`config.mk`:
```
export PLATFORM = sky130hd
export DESIGN_NAME = wfd_wake_frame_detector
export DESIGN_NICKNAME = d
export VERILOG_FILES = /design/src/design/wfd_pkg.sv /design/src/design/wfd_wake_frame_detector.sv
export VERILOG_INCLUDE_DIRS = /design/src /design/src/design
export SDC_FILE = /design/constraint.sdc
export NUM_CORES = 1
export LEC_CHECK = 0
export ABC_CLOCK_PERIOD_IN_PS = 17000
export CORE_MARGIN = 2
export CORE_UTILIZATION = 45
export CTS_CLUSTER_SIZE = 8
export DETAILED_ROUTE_END_ITERATION = 8
export DONT_BUFFER_PORTS = 1
export GPL_TIMING_DRIVEN = 0
export MAX_ROUTING_LAYER = met4
export PLACE_DENSITY = 0.64
export SYNTH_ARGS = -nofsm -noshare
export SYNTH_HDL_FRONTEND = slang
export SYNTH_SLANG_ARGS = --single-unit
```
`constraint.sdc`:
```
create_clock -name clk_sys -period 17 [get_ports clk_sys]
set_clock_uncertainty 0.2 [all_clocks]
set_input_delay 3.4 -clock clk_sys [delete_from_list [all_inputs] [get_ports clk_sys]]
set_output_delay 3.4 -clock clk_sys [all_outputs]
set_load 0.1 [all_outputs]
```
`src/design/wfd_params.svh`:
```
// offsets, field positions, reset values and CRC constants of the wake block
`ifndef WFD_PARAMS_SVH
`define WFD_PARAMS_SVH

// =============================================================
// register offsets
`define WFD_ADDR_W         8
`define WFD_OFS_MASK0      8'h00
`define WFD_OFS_MASK1      8'h04
`define WFD_OFS_MASK2      8'h08
`define WFD_OFS_MASK3      8'h0c
`define WFD_OFS_OFSEN      8'h10
`define WFD_OFS_CRC01      8'h14
`define WFD_OFS_CRC23      8'h18
`define WFD_OFS_CHAIN_EN   8'h1c
`define WFD_OFS_CHAIN_SEL  8'h20
`define WFD_OFS_PMCS       8'h24
`define WFD_OFS_STATUS     8'h28
`define WFD_OFS_IRQ_MASK   8'h2c
`define WFD_OFS_STATION    8'h30

// =============================================================
// field positions
`define WFD_CHAIN_EN_BIT   4
`define WFD_CHAIN_SEL_HI   26
`define WFD_CHAIN_SEL_LO   25
`define WFD_PM_EN_BIT      8
`define WFD_PME_STAT_BIT   15
`define WFD_ST_FRAME_BIT   0
`define WFD_ST_LINK_BIT    1
`define WFD_ST_WAKE_BIT    2

// =============================================================
// reset values and CRC constants
`define WFD_RST_WORD       32'h0000_0000
`define WFD_CRC_POLY       16'h8005
`define WFD_CRC_INIT       16'h0000
`define WFD_WIN_BYTES      32

`endif

```
`src/design/wfd_pkg.sv`:
```
// types shared by the wake frame detector
package wfd_pkg;

    typedef struct packed {
        logic       sof;
        logic       valid;
        logic [7:0] data;
        logic       eof;
        logic       da_match;
        logic       crc32_err;
    } wfd_rx_beat_t;

    typedef struct packed {
        logic       en;
        logic [6:0] offset;
    } wfd_ofsen_t;

    typedef enum logic [1:0] {
        WFD_CH_PAIRS,
        WFD_CH_PAIR_2_3,
        WFD_CH_TRIPLE_3,
        WFD_CH_ALL
    } wfd_chain_t;

endpackage

```
`src/design/wfd_wake_frame_detector.sv`:
```
// wake-up frame filters, link change detection and remote wake output
`timescale 1ns/100ps
`include "wfd_params.svh"

// Functional notes
// [RULE1] four independent filters, each spanning 32 contiguous frame bytes
// [RULE2] byte offset plus j is checked when mask bit j is set
// [RULE3] CRC-16 over selected bytes only, compared with stored remainder
// [RULE4] generator polynomial x16 + x15 + x2 + 1
// [RULE5] match needs equal CRC and filter enable; disabled never wakes
// [RULE6] chaining off: any single matching filter wakes
// [RULE7] chaining select combines filters in the four fixed ways
// [RULE8] chain enable is bit 4, chain select bits 26 and 25
// [RULE9] driver programs contiguous offsets for frames of 32 to 128 bytes
// [RULE10] frame event needs sleep, address match, good CRC32, pm enable
// [RULE11] link event needs sleep, pm enable and cable re-connected
// [RULE12] station identity loads from serial memory at main power-up
// [RULE13] main power off enters remote power-on mode, wake on frames
// [RULE14] pci reset clears wake output; mode can be re-entered later
// [RULE15] four CRC references held two per register, 16 bits each
// [RULE16] any wake event sets pme and irq status, drives wake outputs
// [RULE17] driver keeps each pattern offset above 12
// [RULE18] CRC starts at zero, bytes in frame order, lsb first
module wfd_wake_frame_detector #(
    parameter int NUM_FILT = 4,
    parameter int WIN      = `WFD_WIN_BYTES
) (
    input  wire logic                     clk_sys,
    input  wire logic                     sys_rst,
    input  wire logic                     clk_en,
    input  wire logic [`WFD_ADDR_W-1:0]   reg_addr,
    input  wire logic [31:0]              reg_wdata,
    input  wire logic                     reg_wr,
    input  wire logic                     reg_rd,
    output logic      [31:0]              reg_rdata,
    input  wire wfd_pkg::wfd_rx_beat_t    rx_beat,
    input  wire logic                     fully_on,
    input  wire logic                     main_power_ok,
    input  wire logic                     link_up,
    input  wire logic                     remote_wake_frame,
    input  wire logic                     id_load_valid,
    input  wire logic [47:0]              id_load_data,
    output logic                          id_load_req,
    output logic                          irq,
    output logic                          pme_out_n,
    output logic                          ext_start_out_n,
    output logic                          remote_wake_out,
    output logic                          remote_power_on_mode
);

    // =========================================================
    // register storage
    logic [31:0]             mask_ff [NUM_FILT];
    wfd_pkg::wfd_ofsen_t     ofsen_ff [NUM_FILT];
    logic [15:0]             ref_ff [NUM_FILT];
    logic                    filter_chain_enable_ff;
    logic [1:0]              filter_chain_select_ff;
    logic                    power_mgmt_enable_ff;
    logic                    pme_stat_ff;
    logic [2:0]              wake_irq_status_ff;
    logic [2:0]              irq_mask_ff;
    logic [47:0]             station_ff;
    logic                    id_loaded_ff;
    logic                    remote_wake_ff;
    logic                    rpo_ff;
    logic                    link_up_ff;
    logic [10:0]             pos_ff;
    logic [15:0]             crc_ff [NUM_FILT];
    logic                    frame_ev;
    logic                    link_ev;
    logic                    any_ev;
    logic                    wr_st;
    logic [2:0]              ev_bits;
    logic [NUM_FILT-1:0]     hit;
    logic                    chain_hit;
    logic [31:0]             rd_nxt;

    // crc step, lsb first, shifting polynomial form
    function automatic logic [15:0] crc16_byte(input logic [15:0] c,
                                               input logic [7:0]  d);
        logic [15:0] r;
        logic        fb;
        r = c;
        for (int i = 0; i < 8; i++) begin
            fb = r[15] ^ d[i];
            r  = {r[14:0], 1'b0} ^ (fb ? `WFD_CRC_POLY : 16'h0000); // [RULE4]
        end
        return r;
    endfunction

    function automatic logic wr_at(input logic [`WFD_ADDR_W-1:0] a);
        return reg_wr && (reg_addr == a);
    endfunction

    // =========================================================
    // filter registers
    always_ff @(posedge clk_sys) begin
        if (sys_rst) begin
            for (int k = 0; k < NUM_FILT; k++) begin
                mask_ff[k]  <= `WFD_RST_WORD;
                ofsen_ff[k] <= '0;
                ref_ff[k]   <= 16'h0000;
            end
        end else if (clk_en) begin
            for (int k = 0; k < NUM_FILT; k++) begin
                if (wr_at(8'(k * 4)))
                    mask_ff[k] <= reg_wdata;
                if (wr_at(`WFD_OFS_OFSEN))
                    ofsen_ff[k] <= reg_wdata[k*8 +: 8];
            end
            if (wr_at(`WFD_OFS_CRC01)) begin
                ref_ff[0] <= reg_wdata[15:0];  // [RULE15]
                ref_ff[1] <= reg_wdata[31:16]; // [RULE15]
            end
            if (wr_at(`WFD_OFS_CRC23)) begin
                ref_ff[2] <= reg_wdata[15:0];  // [RULE15]
                ref_ff[3] <= reg_wdata[31:16]; // [RULE15]
            end
        end
    end

    // =========================================================
    // control registers
    always_ff @(posedge clk_sys) begin
        if (sys_rst) begin
            filter_chain_enable_ff <= 1'b0;
            filter_chain_select_ff <= 2'h0;
            power_mgmt_enable_ff   <= 1'b0;
            irq_mask_ff            <= 3'h0;
        end else if (clk_en) begin
            if (wr_at(`WFD_OFS_CHAIN_EN))
                filter_chain_enable_ff <=
                    reg_wdata[`WFD_CHAIN_EN_BIT]; // [RULE8]
            if (wr_at(`WFD_OFS_CHAIN_SEL))
                filter_chain_select_ff <=
                    reg_wdata[`WFD_CHAIN_SEL_HI:`WFD_CHAIN_SEL_LO]; // [RULE8]
            if (wr_at(`WFD_OFS_PMCS))
                power_mgmt_enable_ff <= reg_wdata[`WFD_PM_EN_BIT];
            if (wr_at(`WFD_OFS_IRQ_MASK))
                irq_mask_ff <= reg_wdata[2:0];
        end
    end

    // =========================================================
    // station identity load at power-up
    assign id_load_req = !id_loaded_ff;

    always_ff @(posedge clk_sys) begin
        if (sys_rst) begin
            id_loaded_ff <= 1'b0;
            station_ff   <= 48'h0;
        end else if (clk_en && !id_loaded_ff && id_load_valid) begin
            id_loaded_ff <= 1'b1;         // [RULE12]
            station_ff   <= id_load_data; // [RULE12]
        end
    end

    // =========================================================
    // per-filter CRC over the selected window
    always_ff @(posedge clk_sys) begin
        if (sys_rst)
            pos_ff <= 11'h000;
        else if (clk_en && rx_beat.valid)
            pos_ff <= rx_beat.sof ? 11'h001 : pos_ff + 11'h001;
    end

    logic [10:0] cur_pos;
    assign cur_pos = rx_beat.sof ? 11'h000 : pos_ff;

    generate
        for (genvar g = 0; g < NUM_FILT; g++) begin : g_filt
            logic [10:0] rel;
            logic        sel;
            logic [15:0] base;
            assign rel  = cur_pos - {4'h0, ofsen_ff[g].offset}; // [RULE2]
            assign sel  = (cur_pos >= {4'h0, ofsen_ff[g].offset}) &&
                          (rel < 11'(WIN)) &&
                          mask_ff[g][rel[4:0]];                // [RULE1]
            assign base = rx_beat.sof ? `WFD_CRC_INIT : crc_ff[g]; // [RULE18]

            always_ff @(posedge clk_sys) begin
                if (sys_rst)
                    crc_ff[g] <= `WFD_CRC_INIT;
                else if (clk_en && rx_beat.valid)
                    crc_ff[g] <= sel ? crc16_byte(base, rx_beat.data)
                                     : base; // [RULE3]
            end

            logic [15:0] fin;
            assign fin    = (rx_beat.valid && sel) ?
                            crc16_byte(base, rx_beat.data) : base;
            assign hit[g] = ofsen_ff[g].en && (fin == ref_ff[g]); // [RULE5]
        end
    endgenerate

    // =========================================================
    // chaining and wake events
    always_comb begin
        if (!filter_chain_enable_ff) begin
            chain_hit = |hit; // [RULE6]
        end else begin
            case (wfd_pkg::wfd_chain_t'(filter_chain_select_ff)) // [RULE7]
                wfd_pkg::WFD_CH_PAIRS:
                    chain_hit = (hit[0] & hit[1]) | (hit[2] & hit[3]);
                wfd_pkg::WFD_CH_PAIR_2_3:
                    chain_hit = (hit[0] & hit[1]) | hit[2] | hit[3];
                wfd_pkg::WFD_CH_TRIPLE_3:
                    chain_hit = (hit[0] & hit[1] & hit[2]) | hit[3];
                wfd_pkg::WFD_CH_ALL:
                    chain_hit = &hit;
                default:
                    chain_hit = 1'b0;
            endcase
        end
    end

    assign frame_ev = rx_beat.valid && rx_beat.eof && chain_hit &&
                      !fully_on && rx_beat.da_match &&
                      !rx_beat.crc32_err && power_mgmt_enable_ff; // [RULE10]
    assign link_ev  = link_up && !link_up_ff && !fully_on &&
                      power_mgmt_enable_ff; // [RULE11]
    assign any_ev   = frame_ev || link_ev ||
                      (remote_wake_frame && !fully_on && power_mgmt_enable_ff);
    assign ev_bits  = {any_ev, link_ev, frame_ev};
    assign wr_st    = wr_at(`WFD_OFS_STATUS);

    always_ff @(posedge clk_sys) begin
        if (sys_rst)
            link_up_ff <= 1'b0;
        else if (clk_en)
            link_up_ff <= link_up;
    end

    // =========================================================
    // status, pme and interrupt; set wins over clear
    always_ff @(posedge clk_sys) begin
        if (sys_rst) begin
            wake_irq_status_ff <= 3'h0;
            pme_stat_ff        <= 1'b0;
        end else if (clk_en) begin
            wake_irq_status_ff <= (wake_irq_status_ff &
                                   ~(wr_st ? reg_wdata[2:0] : 3'h0)) |
                                  ev_bits; // [RULE16]
            if (any_ev)
                pme_stat_ff <= 1'b1; // [RULE16]
            else if (wr_at(`WFD_OFS_PMCS) && reg_wdata[`WFD_PME_STAT_BIT])
                pme_stat_ff <= 1'b0;
        end
    end

    assign irq             = |(wake_irq_status_ff & irq_mask_ff); // [RULE16]
    assign pme_out_n       = !pme_stat_ff;    // [RULE16]
    assign ext_start_out_n = !remote_wake_ff;
    assign remote_wake_out = remote_wake_ff;
    assign remote_power_on_mode = rpo_ff;

    // =========================================================
    // remote power-on mode and wake output; sys_rst is the pci reset
    always_ff @(posedge clk_sys) begin
        if (sys_rst) begin
            rpo_ff         <= 1'b0; // [RULE14]
            remote_wake_ff <= 1'b0; // [RULE14]
        end else if (clk_en) begin
            if (!main_power_ok && id_loaded_ff)
                rpo_ff <= 1'b1; // [RULE13]
            if (any_ev)
                remote_wake_ff <= 1'b1; // [RULE13]
        end
    end

    // =========================================================
    // read port
    always_comb begin
        rd_nxt = 32'h0000_0000;
        case (reg_addr)
            `WFD_OFS_MASK0:    rd_nxt = mask_ff[0];
            `WFD_OFS_MASK1:    rd_nxt = mask_ff[1];
            `WFD_OFS_MASK2:    rd_nxt = mask_ff[2];
            `WFD_OFS_MASK3:    rd_nxt = mask_ff[3];
            `WFD_OFS_OFSEN:    rd_nxt = {ofsen_ff[3], ofsen_ff[2],
                                         ofsen_ff[1], ofsen_ff[0]};
            `WFD_OFS_CRC01:    rd_nxt = {ref_ff[1], ref_ff[0]};
            `WFD_OFS_CRC23:    rd_nxt = {ref_ff[3], ref_ff[2]};
            `WFD_OFS_CHAIN_EN:
                rd_nxt[`WFD_CHAIN_EN_BIT] = filter_chain_enable_ff;
            `WFD_OFS_CHAIN_SEL:
                rd_nxt[`WFD_CHAIN_SEL_HI:`WFD_CHAIN_SEL_LO] =
                    filter_chain_select_ff;
            `WFD_OFS_PMCS: begin
                rd_nxt[`WFD_PM_EN_BIT]   = power_mgmt_enable_ff;
                rd_nxt[`WFD_PME_STAT_BIT] = pme_stat_ff;
            end
            `WFD_OFS_STATUS:   rd_nxt[2:0] = wake_irq_status_ff;
            `WFD_OFS_IRQ_MASK: rd_nxt[2:0] = irq_mask_ff;
            `WFD_OFS_STATION:  rd_nxt = {rpo_ff, id_loaded_ff, 14'h0000,
                                         station_ff[47:32]};
            default:           rd_nxt = 32'h0000_0000;
        endcase
    end

    always_ff @(posedge clk_sys) begin
        if (sys_rst)
            reg_rdata <= 32'h0000_0000;
        else if (clk_en)
            reg_rdata <= reg_rd ? rd_nxt : 32'h0000_0000;
    end

    // =========================================================
    // assertions
    a_disabled_no_hit: assert property ( // [RULE5]
        @(posedge clk_sys) disable iff (sys_rst)
        !ofsen_ff[0].en |-> !hit[0])
        else $error("disabled filter hit");

    a_pairs_chain: assert property ( // [RULE7]
        @(posedge clk_sys) disable iff (sys_rst)
        (filter_chain_enable_ff && filter_chain_select_ff == 2'h0 &&
         hit == 4'b0101) |-> !chain_hit)
        else $error("pair chain wrong");

    a_all_chain: assert property ( // [RULE7]
        @(posedge clk_sys) disable iff (sys_rst)
        (filter_chain_enable_ff && filter_chain_select_ff == 2'h3 &&
         hit != 4'hf) |-> !chain_hit)
        else $error("all chain wrong");

    a_indep_any: assert property ( // [RULE6]
        @(posedge clk_sys) disable iff (sys_rst)
        (!filter_chain_enable_ff && hit != 4'h0) |-> chain_hit)
        else $error("independent miss");

    a_frame_gates: assert property ( // [RULE10]
        @(posedge clk_sys) disable iff (sys_rst)
        frame_ev |-> (!fully_on && power_mgmt_enable_ff &&
                      !rx_beat.crc32_err && rx_beat.da_match))
        else $error("frame event ungated");

    a_link_gates: assert property ( // [RULE11]
        @(posedge clk_sys) disable iff (sys_rst)
        link_ev |-> (!fully_on && power_mgmt_enable_ff && !$past(link_up)))
        else $error("link event ungated");

    a_event_status: assert property ( // [RULE16]
        @(posedge clk_sys) disable iff (sys_rst)
        (clk_en && any_ev) |=> (wake_irq_status_ff[2] && !pme_out_n &&
                                remote_wake_out))
        else $error("event not recorded");

    a_status_sticky: assert property ( // [RULE16]
        @(posedge clk_sys) disable iff (sys_rst)
        (clk_en && wake_irq_status_ff[0] && !wr_st)
        |=> wake_irq_status_ff[0])
        else $error("frame status lost");

    a_wake_hold: assert property ( // [RULE14]
        @(posedge clk_sys) disable iff (sys_rst)
        remote_wake_out |=> remote_wake_out)
        else $error("wake dropped without reset");

    a_rpo_enter: assert property ( // [RULE13]
        @(posedge clk_sys) disable iff (sys_rst)
        (clk_en && !main_power_ok && id_loaded_ff)
        |=> remote_power_on_mode)
        else $error("power-on mode not entered");

    a_rpo_hold: assert property ( // [RULE14]
        @(posedge clk_sys) disable iff (sys_rst)
        remote_power_on_mode |=> remote_power_on_mode)
        else $error("power-on mode dropped without reset");

    a_crc_start: assert property ( // [RULE18]
        @(posedge clk_sys) disable iff (sys_rst)
        (clk_en && rx_beat.valid && rx_beat.sof && !g_filt[0].sel) |=>
        crc_ff[0] == 16'h0000)
        else $error("crc not seeded");

endmodule

```
Yosys cells after proc, flatten, opt, wreduce, memory -nomap -nowiden
Memory sizes are Yosys's and may differ from the RTL's.
Index checks and enable logic that the tools add are counted.
Widths: inputs -> output; s select.

storage, ports and cells
  logic and storage cells = 329
  memories kept = 4
  bits of input ports = 111
  bits in registers = 106
  memory bits (writable) = 288
  output and inout bits = 38

memories
  memory    depth  bits a word  read ports  clocked after Yosys merged registers in  wr ports  line                           RTL
  mask_ff   4      32           4           0                                        4         wfd_wake_frame_detector.sv:53  logic [31:0] mask_ff [NUM_FILT];
  crc_ff    4      16           4           0                                        4         wfd_wake_frame_detector.sv:68  logic [15:0] crc_ff [NUM_FILT];
  ref_ff    4      16           4           0                                        4         wfd_wake_frame_detector.sv:55  logic [15:0] ref_ff [NUM_FILT];
  ofsen_ff  4      8            4           0                                        4         wfd_wake_frame_detector.sv:54  wfd_pkg::wfd_ofsen_t ofsen_ff [NUM_FILT];

operators by class
  bitwise logic cells = 91
  equality and inequality tests = 19
  $lt $le $gt $ge = 12
  add/sub/neg operators = 5
  reduce and logical (&&, ||, !) cells = 66
  multiplexer cells = 119

operator list
  operator             count
  $mux 16              52
  $xor 16x16->16       32
  $mux 32              5
  $eq 16x16->1         4
  $pmux 9 s7           1
  $pmux 6 s8           1
  $ge 11x7->1          4
  $logic_and 1x1->1    44
  $lt 11x6->1 const B  4
  $sub 11x7->11        4
  $eq 8x6->1 const B   5
  $mux 1               40
  $pmux 5 s8           1
  $eq 8x5->1 const B   4
  $mux 8               4
  $xor 1x1->1          32
  $pmux 3 s10          1
  $pmux 1 s9           3
  $lt 5x6->1 const B   4
  $pmux 3 s8           1
  $mux 11              2
  $bmux 1 s5           4
  $or 1x1->1           20
  $eq 8x4->1 const B   2
  other kinds (21)     38

Logic depth before layout (Yosys ltp)
  depth in word-level cells = 42
  mapped depth = 27
  depth with buffers taken out = 18

Worst setup path after synthesis
Ideal clock, no wire load.

  path type = input -> register
  start point = input port rx_beat[12] in the netlist's numbering
  end point = register wake_irq_status_ff[0]
  path slack = 7.262 ns
  data required time = 16.721 ns
  buffers on the path = 11
  library setup time = 0.079 ns
  stages = 26
  data arrival time = 9.459 ns
  cells stage by stage = buf_2 buf_2 buf_2 buf_2 buf_2 buf_2 buf_1 buf_1 clkbuf_1 buf_1 nor2b_1 ha_1 or2_1 o311a_1 nor4_1 a211oi_1 a211o_1 a211oi_2 buf_4 mux2_2 a22oi_1 nand4_1 or4b_1 or3_1 and3_4 o211ai_1

between the ends
  word-level cells in the longest chain between the ends = 39

RTL lines
  item                                              line                                                            RTL
  from (decl)                                       wfd_wake_frame_detector.sv:36                                   input wire wfd_pkg::wfd_rx_beat_t rx_beat,
  $mux 16                                           wfd_wake_frame_detector.sv:179                                  assign base = rx_beat.sof ? `WFD_CRC_INIT : crc_ff[g];
  $xor 1x1->1                                       wfd_wake_frame_detector.sv:85                                   fb = r[15] ^ d[i];
  $mux 16                                           wfd_wake_frame_detector.sv:86                                   r = {r[14:0], 1'b0} ^ (fb ? `WFD_CRC_POLY : 16'h0000);
  $xor 16x16->16                                    wfd_wake_frame_detector.sv:86
  $xor 1x1->1                                       wfd_wake_frame_detector.sv:85
  $mux 16                                           wfd_wake_frame_detector.sv:86
  $xor 16x16->16                                    wfd_wake_frame_detector.sv:86
  $xor 1x1->1                                       wfd_wake_frame_detector.sv:85
  [... 21 more ...]                                 n/a
  $and 1x1->1 / $or 1x1->1 (equally long branches)  wfd_wake_frame_detector.sv:208, wfd_wake_frame_detector.sv:206
  $or 1x1->1 (on tied branches)                     wfd_wake_frame_detector.sv:208, wfd_wake_frame_detector.sv:206
  $pmux 1 s4                                        wfd_wake_frame_detector.sv:202                                  case (wfd_pkg::wfd_chain_t'(filter_chain_select_ff))
  $mux 1 *                                          wfd_wake_frame_detector.sv:199                                  if (!filter_chain_enable_ff) begin
  $logic_and 1x1->1 * (2 in series)                 wfd_wake_frame_detector.sv:217                                  assign frame_ev = rx_beat.valid && rx_beat.eof && chain_hit &&
  $logic_and 1x1->1 * (2 in series)                 wfd_wake_frame_detector.sv:218                                  !fully_on && rx_beat.da_match &&
  $logic_and 1x1->1 *                               wfd_wake_frame_detector.sv:219                                  !rx_beat.crc32_err && power_mgmt_enable_ff;
  $or 3x3->3 *                                      wfd_wake_frame_detector.sv:242                                  ~(wr_st ? reg_wdata[2:0] : 3'h0)) |
  to (signal assigned)                              wfd_wake_frame_detector.sv:241                                  wake_irq_status_ff <= (wake_irq_status_ff &
  to (decl)                                         wfd_wake_frame_detector.sv:60                                   logic [2:0] wake_irq_status_ff;

Mark *: on every way between the ends. The rest lies on a longest branch, timed or not. The select of a mux whose other input is x is not followed.
A chain may end at the register's enable or synchronous reset.

Worst setup path in the final report
  start point = input port rx_beat[12] in the netlist's numbering
  end point = register remote_wake_ff (netlist: remote_wake_out)

between the ends
  word-level cells in the longest chain between the ends = 41

RTL lines
  item                                 line                                                            RTL
  $mux 16                              wfd_wake_frame_detector.sv:179
  $xor 1x1->1                          wfd_wake_frame_detector.sv:85
  $mux 16                              wfd_wake_frame_detector.sv:86
  $xor 16x16->16                       wfd_wake_frame_detector.sv:86
  $xor 1x1->1                          wfd_wake_frame_detector.sv:85
  $mux 16                              wfd_wake_frame_detector.sv:86
  $xor 16x16->16                       wfd_wake_frame_detector.sv:86
  $xor 1x1->1                          wfd_wake_frame_detector.sv:85
  [... 22 more ...]                    n/a
  $or 1x1->1 (on tied branches)        wfd_wake_frame_detector.sv:208, wfd_wake_frame_detector.sv:206
  $pmux 1 s4                           wfd_wake_frame_detector.sv:202
  $mux 1 *                             wfd_wake_frame_detector.sv:199
  $logic_and 1x1->1 * (2 in series)    wfd_wake_frame_detector.sv:217
  $logic_and 1x1->1 * (2 in series)    wfd_wake_frame_detector.sv:218
  $logic_and 1x1->1 *                  wfd_wake_frame_detector.sv:219
  $logic_or 1x1->1 * (2 in series)     wfd_wake_frame_detector.sv:222                                  assign any_ev = frame_ev || link_ev ||
  $reduce_and 2->1 (no source line) *  n/a
  to (signal assigned)                 wfd_wake_frame_detector.sv:262                                  remote_wake_ff <= 1'b0;
  to (signal assigned)                 wfd_wake_frame_detector.sv:267                                  remote_wake_ff <= 1'b1;
  to (decl)                            wfd_wake_frame_detector.sv:64                                   logic remote_wake_ff;

Marked as above.

==> run summary <==
Status - finished, violations left
Failing checks - max-capacitance violations, max-slew violations
TritonCTS Buffers - 52
Area of the multi-input gates - 0.0118 mm2
Pre-antenna DRT Iters - 8
Distinct cells, synth - 97
GRT Util Overall - 36.9%
Vias/cell - 6.49
Xor and xnor area share after synthesis - 7.09%
Final setup fails - 0
CP Data Arrival Time - 14.22 ns
Die area - 0.0524 mm2
Clock sinks - 362
Ys flop type - edfxtp_1
Leakage - 8.50 nW
Maxcap violations - 1
Max IR drop VDD - 0.0745 mV
PortBufs - 0
Yosys top cell by area - edfxtp_1
FMAX - 71.7 MHz
Largest net degree at the start of global routing - 45
Global-route wire length before repair - 135 mm
Syn Inst Count - 2,287
Syn_area_per_cell - 9.96 um2
Critical path startpoint category - input port
Routed via count - 19,900
RSZ-0062 raised after global routing - no
Commonest non-fill, non-tap cell in the layout - edfxtp_1
Worst-Skew Late Latency - 0.64 ns
Commonest non-fill, non-tap cells in the layout - edfxtp_1 (288), and2_1 (234), nor2_1 (220)
Total negative slack - 0 ns
Slew Viols, Final - 7
CTS Hold Bufs - 0
Power per cell area - 93.9 mW/mm2
Post-synthesis compound-gate area fraction - 15.1%
Synth Area in Adders - 1.82%
DR iter-0 viols - 2,768
Clock transition at path regs - 0.05 ns
Fillcell total - 4,684
Critical path required time - 17.27 ns
Synthesis Warnings - 0
Net total in the final layout - 2,484
Synth Area in Simple Gates - 20.0%
Placed Cells - 2,960
WL final - 95.9 mm
Placer Congestion - 1.03
Vias in the first global route - 18,800
Synth Cell Area - 0.0228 mm2
Multiplexer share of the synthesized area - 7.81%
FP Rows - 82
CP Capture Type - register
Post-CTS Setup Bufs - 0
Die W - 229 um
Largest cells by area after synthesis - edfxtp_1 (38%), dfxtp_1 (6.5%), and2_1 (6.4%)
Hold violation total from the final report - 0
Post-synthesis async set-or-reset flop share - 0%
CTS HTree Levels - 2
Die Y - 229 um
Share of cells above drive strength 1 - 7.42%
Sequential cell area - 0.0101 mm2
Area Growth Syn to Fin - 10.9%
Crit path kind - input port to register
Hpwl dp - 72.6 mm
CTS tree - yes
Yosys reg bits - 362
Register area share after synthesis - 44.5%
Core footprint - 0.0501 mm2
CP max FO - 10
Worst-margin pin slew - 1.52 ns
Largest family of logic cells by synthesized area - simple AND/OR/NAND/NOR gates
Starting Density - 45.5%
Syn Nets - 2,428
IO Pins - 149
Initial antenna violation count - 6
Number of synthesized flops with an enable pin - 288
Min Tclk post-route - 13.95 ns
Drt drc - 0
Worst hold path type - register to register
Root buf cell - clkbuf_16
Tcrit/Tclk final - 82.0%
Wire length per cell - 31.3 um
Slew margin rel. - -2.35%
Non-filler cells in the finished layout - 3,063
Max Root-Sink Buffers - 3
Post-DRT Antenna Nets - 0
Resized Gates After CTS - 0
GR Overflow Total - 0
Synth top area share - 38.0%
==> layout make-up <==
class	count	share of cell area, %
antenna	4	0.0396
inverter	71	1.05
clock buffer	93	5.84
buffer	144	2.29
sequential	362	40.1
tap	672	3.33
multi-input combinational	1710	46.8
clock inverter	5	0.342
timing repair buffer	2	0.218
==> registers in the layout, summed over array words and instances (netlist names) <==
register,count
station_ff,16
pme_stat_ff,1
remote_wake_out,1
link_up_ff,1
reg_rdata,32
id_loaded_ff,1
power_mgmt_enable_ff,1
filter_chain_select_ff,2
wake_irq_status_ff,3
ofsen_ff,32
ref_ff,64
crc_ff,64
remote_power_on_mode,1
filter_chain_enable_ff,1
pos_ff,11
irq_mask_ff,3
mask_ff,128
==> power by group <==
group	leakage [nW]	internal [mW]	switching, mW
clock network	0.739	0.584	0.416
logic	4.35	0.119	0.207
registers	3.41	0.996	0.0514
==> routing by layer <==
| metal | GRT usage (%) | wire (um) |
|---|---|---|
| met5 | - | 0 |
| met4 | 17.3 | 4970 |
| met3 | 7.80 | 10100 |
| met2 | 55.7 | 42800 |
| met1 | 47.6 | 38000 |
==> critical path, cell delays in order <==
cell,delay (ns)
buf_2,0.24
buf_2,0.28
buf_2,0.37
buf_2,0.41
buf_2,0.35
buf_2,0.40
buf_1,0.85
buf_1,0.74
clkbuf_1,0.69
buf_1,0.69
nor2b_1,0.37
ha_1,0.45
nand2_1,0.07
o21ai_1,0.20
xor2_1,0.89
mux2i_1,0.53
a311oi_4,0.50
and4_1,0.24
buf_2,0.17
nand2_2,0.21
o31ai_1,0.32
o2111ai_1,0.22
a2111oi_4,0.60
a2111oi_0,0.17
a211o_1,0.39
and2_1,0.16
a31oi_1,0.28
==> final timing paths <==
path                          startpoint                            to  slack, ns  cells past startpoint
min reg2reg  station_ff[38]$_SDFFE_PP0P_   station_ff[38]$_SDFFE_PP0P_       0.26                      2
max reg2reg       pos_ff[1]$_SDFFE_PP0P_  remote_wake_out$_SDFFE_PP0P_       9.69                     16
min          station_ff[38]$_SDFFE_PP0P_   station_ff[38]$_SDFFE_PP0P_       0.26                      2
max                          rx_beat[12]  remote_wake_out$_SDFFE_PP0P_       3.05                     27
==> stage by stage <==
stage	setup WS, ns	total power [mW]	hold slack (ns)	instance area, um2	util (%)
after floorplan	7.26	1.26	0.236	22800	-
after global placement	2.87	1.37	0.252	23600	47.2
after detailed placement	2.89	1.38	0.251	23700	47.2
after CTS	3.47	2.36	0.258	25200	50.4
after global routing	3.05	2.43	0.293	25300	50.5
final	3.05	2.37	0.263	25300	50.5
==> cell usage after synthesis, types with 6 or more instances <==
cell type	n
a221oi_1	21
mux2_2	15
o32ai_1	7
o21ai_0	57
nand3_1	53
nor2b_1	47
o211ai_1	12
buf_2	19
ha_1	26
a22o_1	12
a211o_1	7
nor4_1	11
dfxtp_1	74
or2_2	11
nor2_1	220
a31oi_1	44
nor4bb_1	8
xnor2_1	124
and3_1	17
nor3b_1	6
and2_1	234
o21a_1	6
o2111ai_1	6
clkbuf_1	106
nand4_1	14
a21o_1	19
a222oi_1	16
a211oi_1	9
nor3_1	27
mux4_2	34
edfxtp_1	288
inv_1	70
o22ai_1	10
a22oi_1	75
nand2b_1	26
xor2_1	46
a21oi_1	130
nand2_1	159
buf_1	15
o22a_1	6
or3_1	9
mux2i_1	81
==> cell families after synthesis <==
group | count (synthesis)
compound gates | 495
xor+xnor | 177
fa+ha+maj | 31
buf+inv | 215
flops | 362
mux | 133
simple gates | 874
No activity file was read; power rests on OpenSTA's default activity.
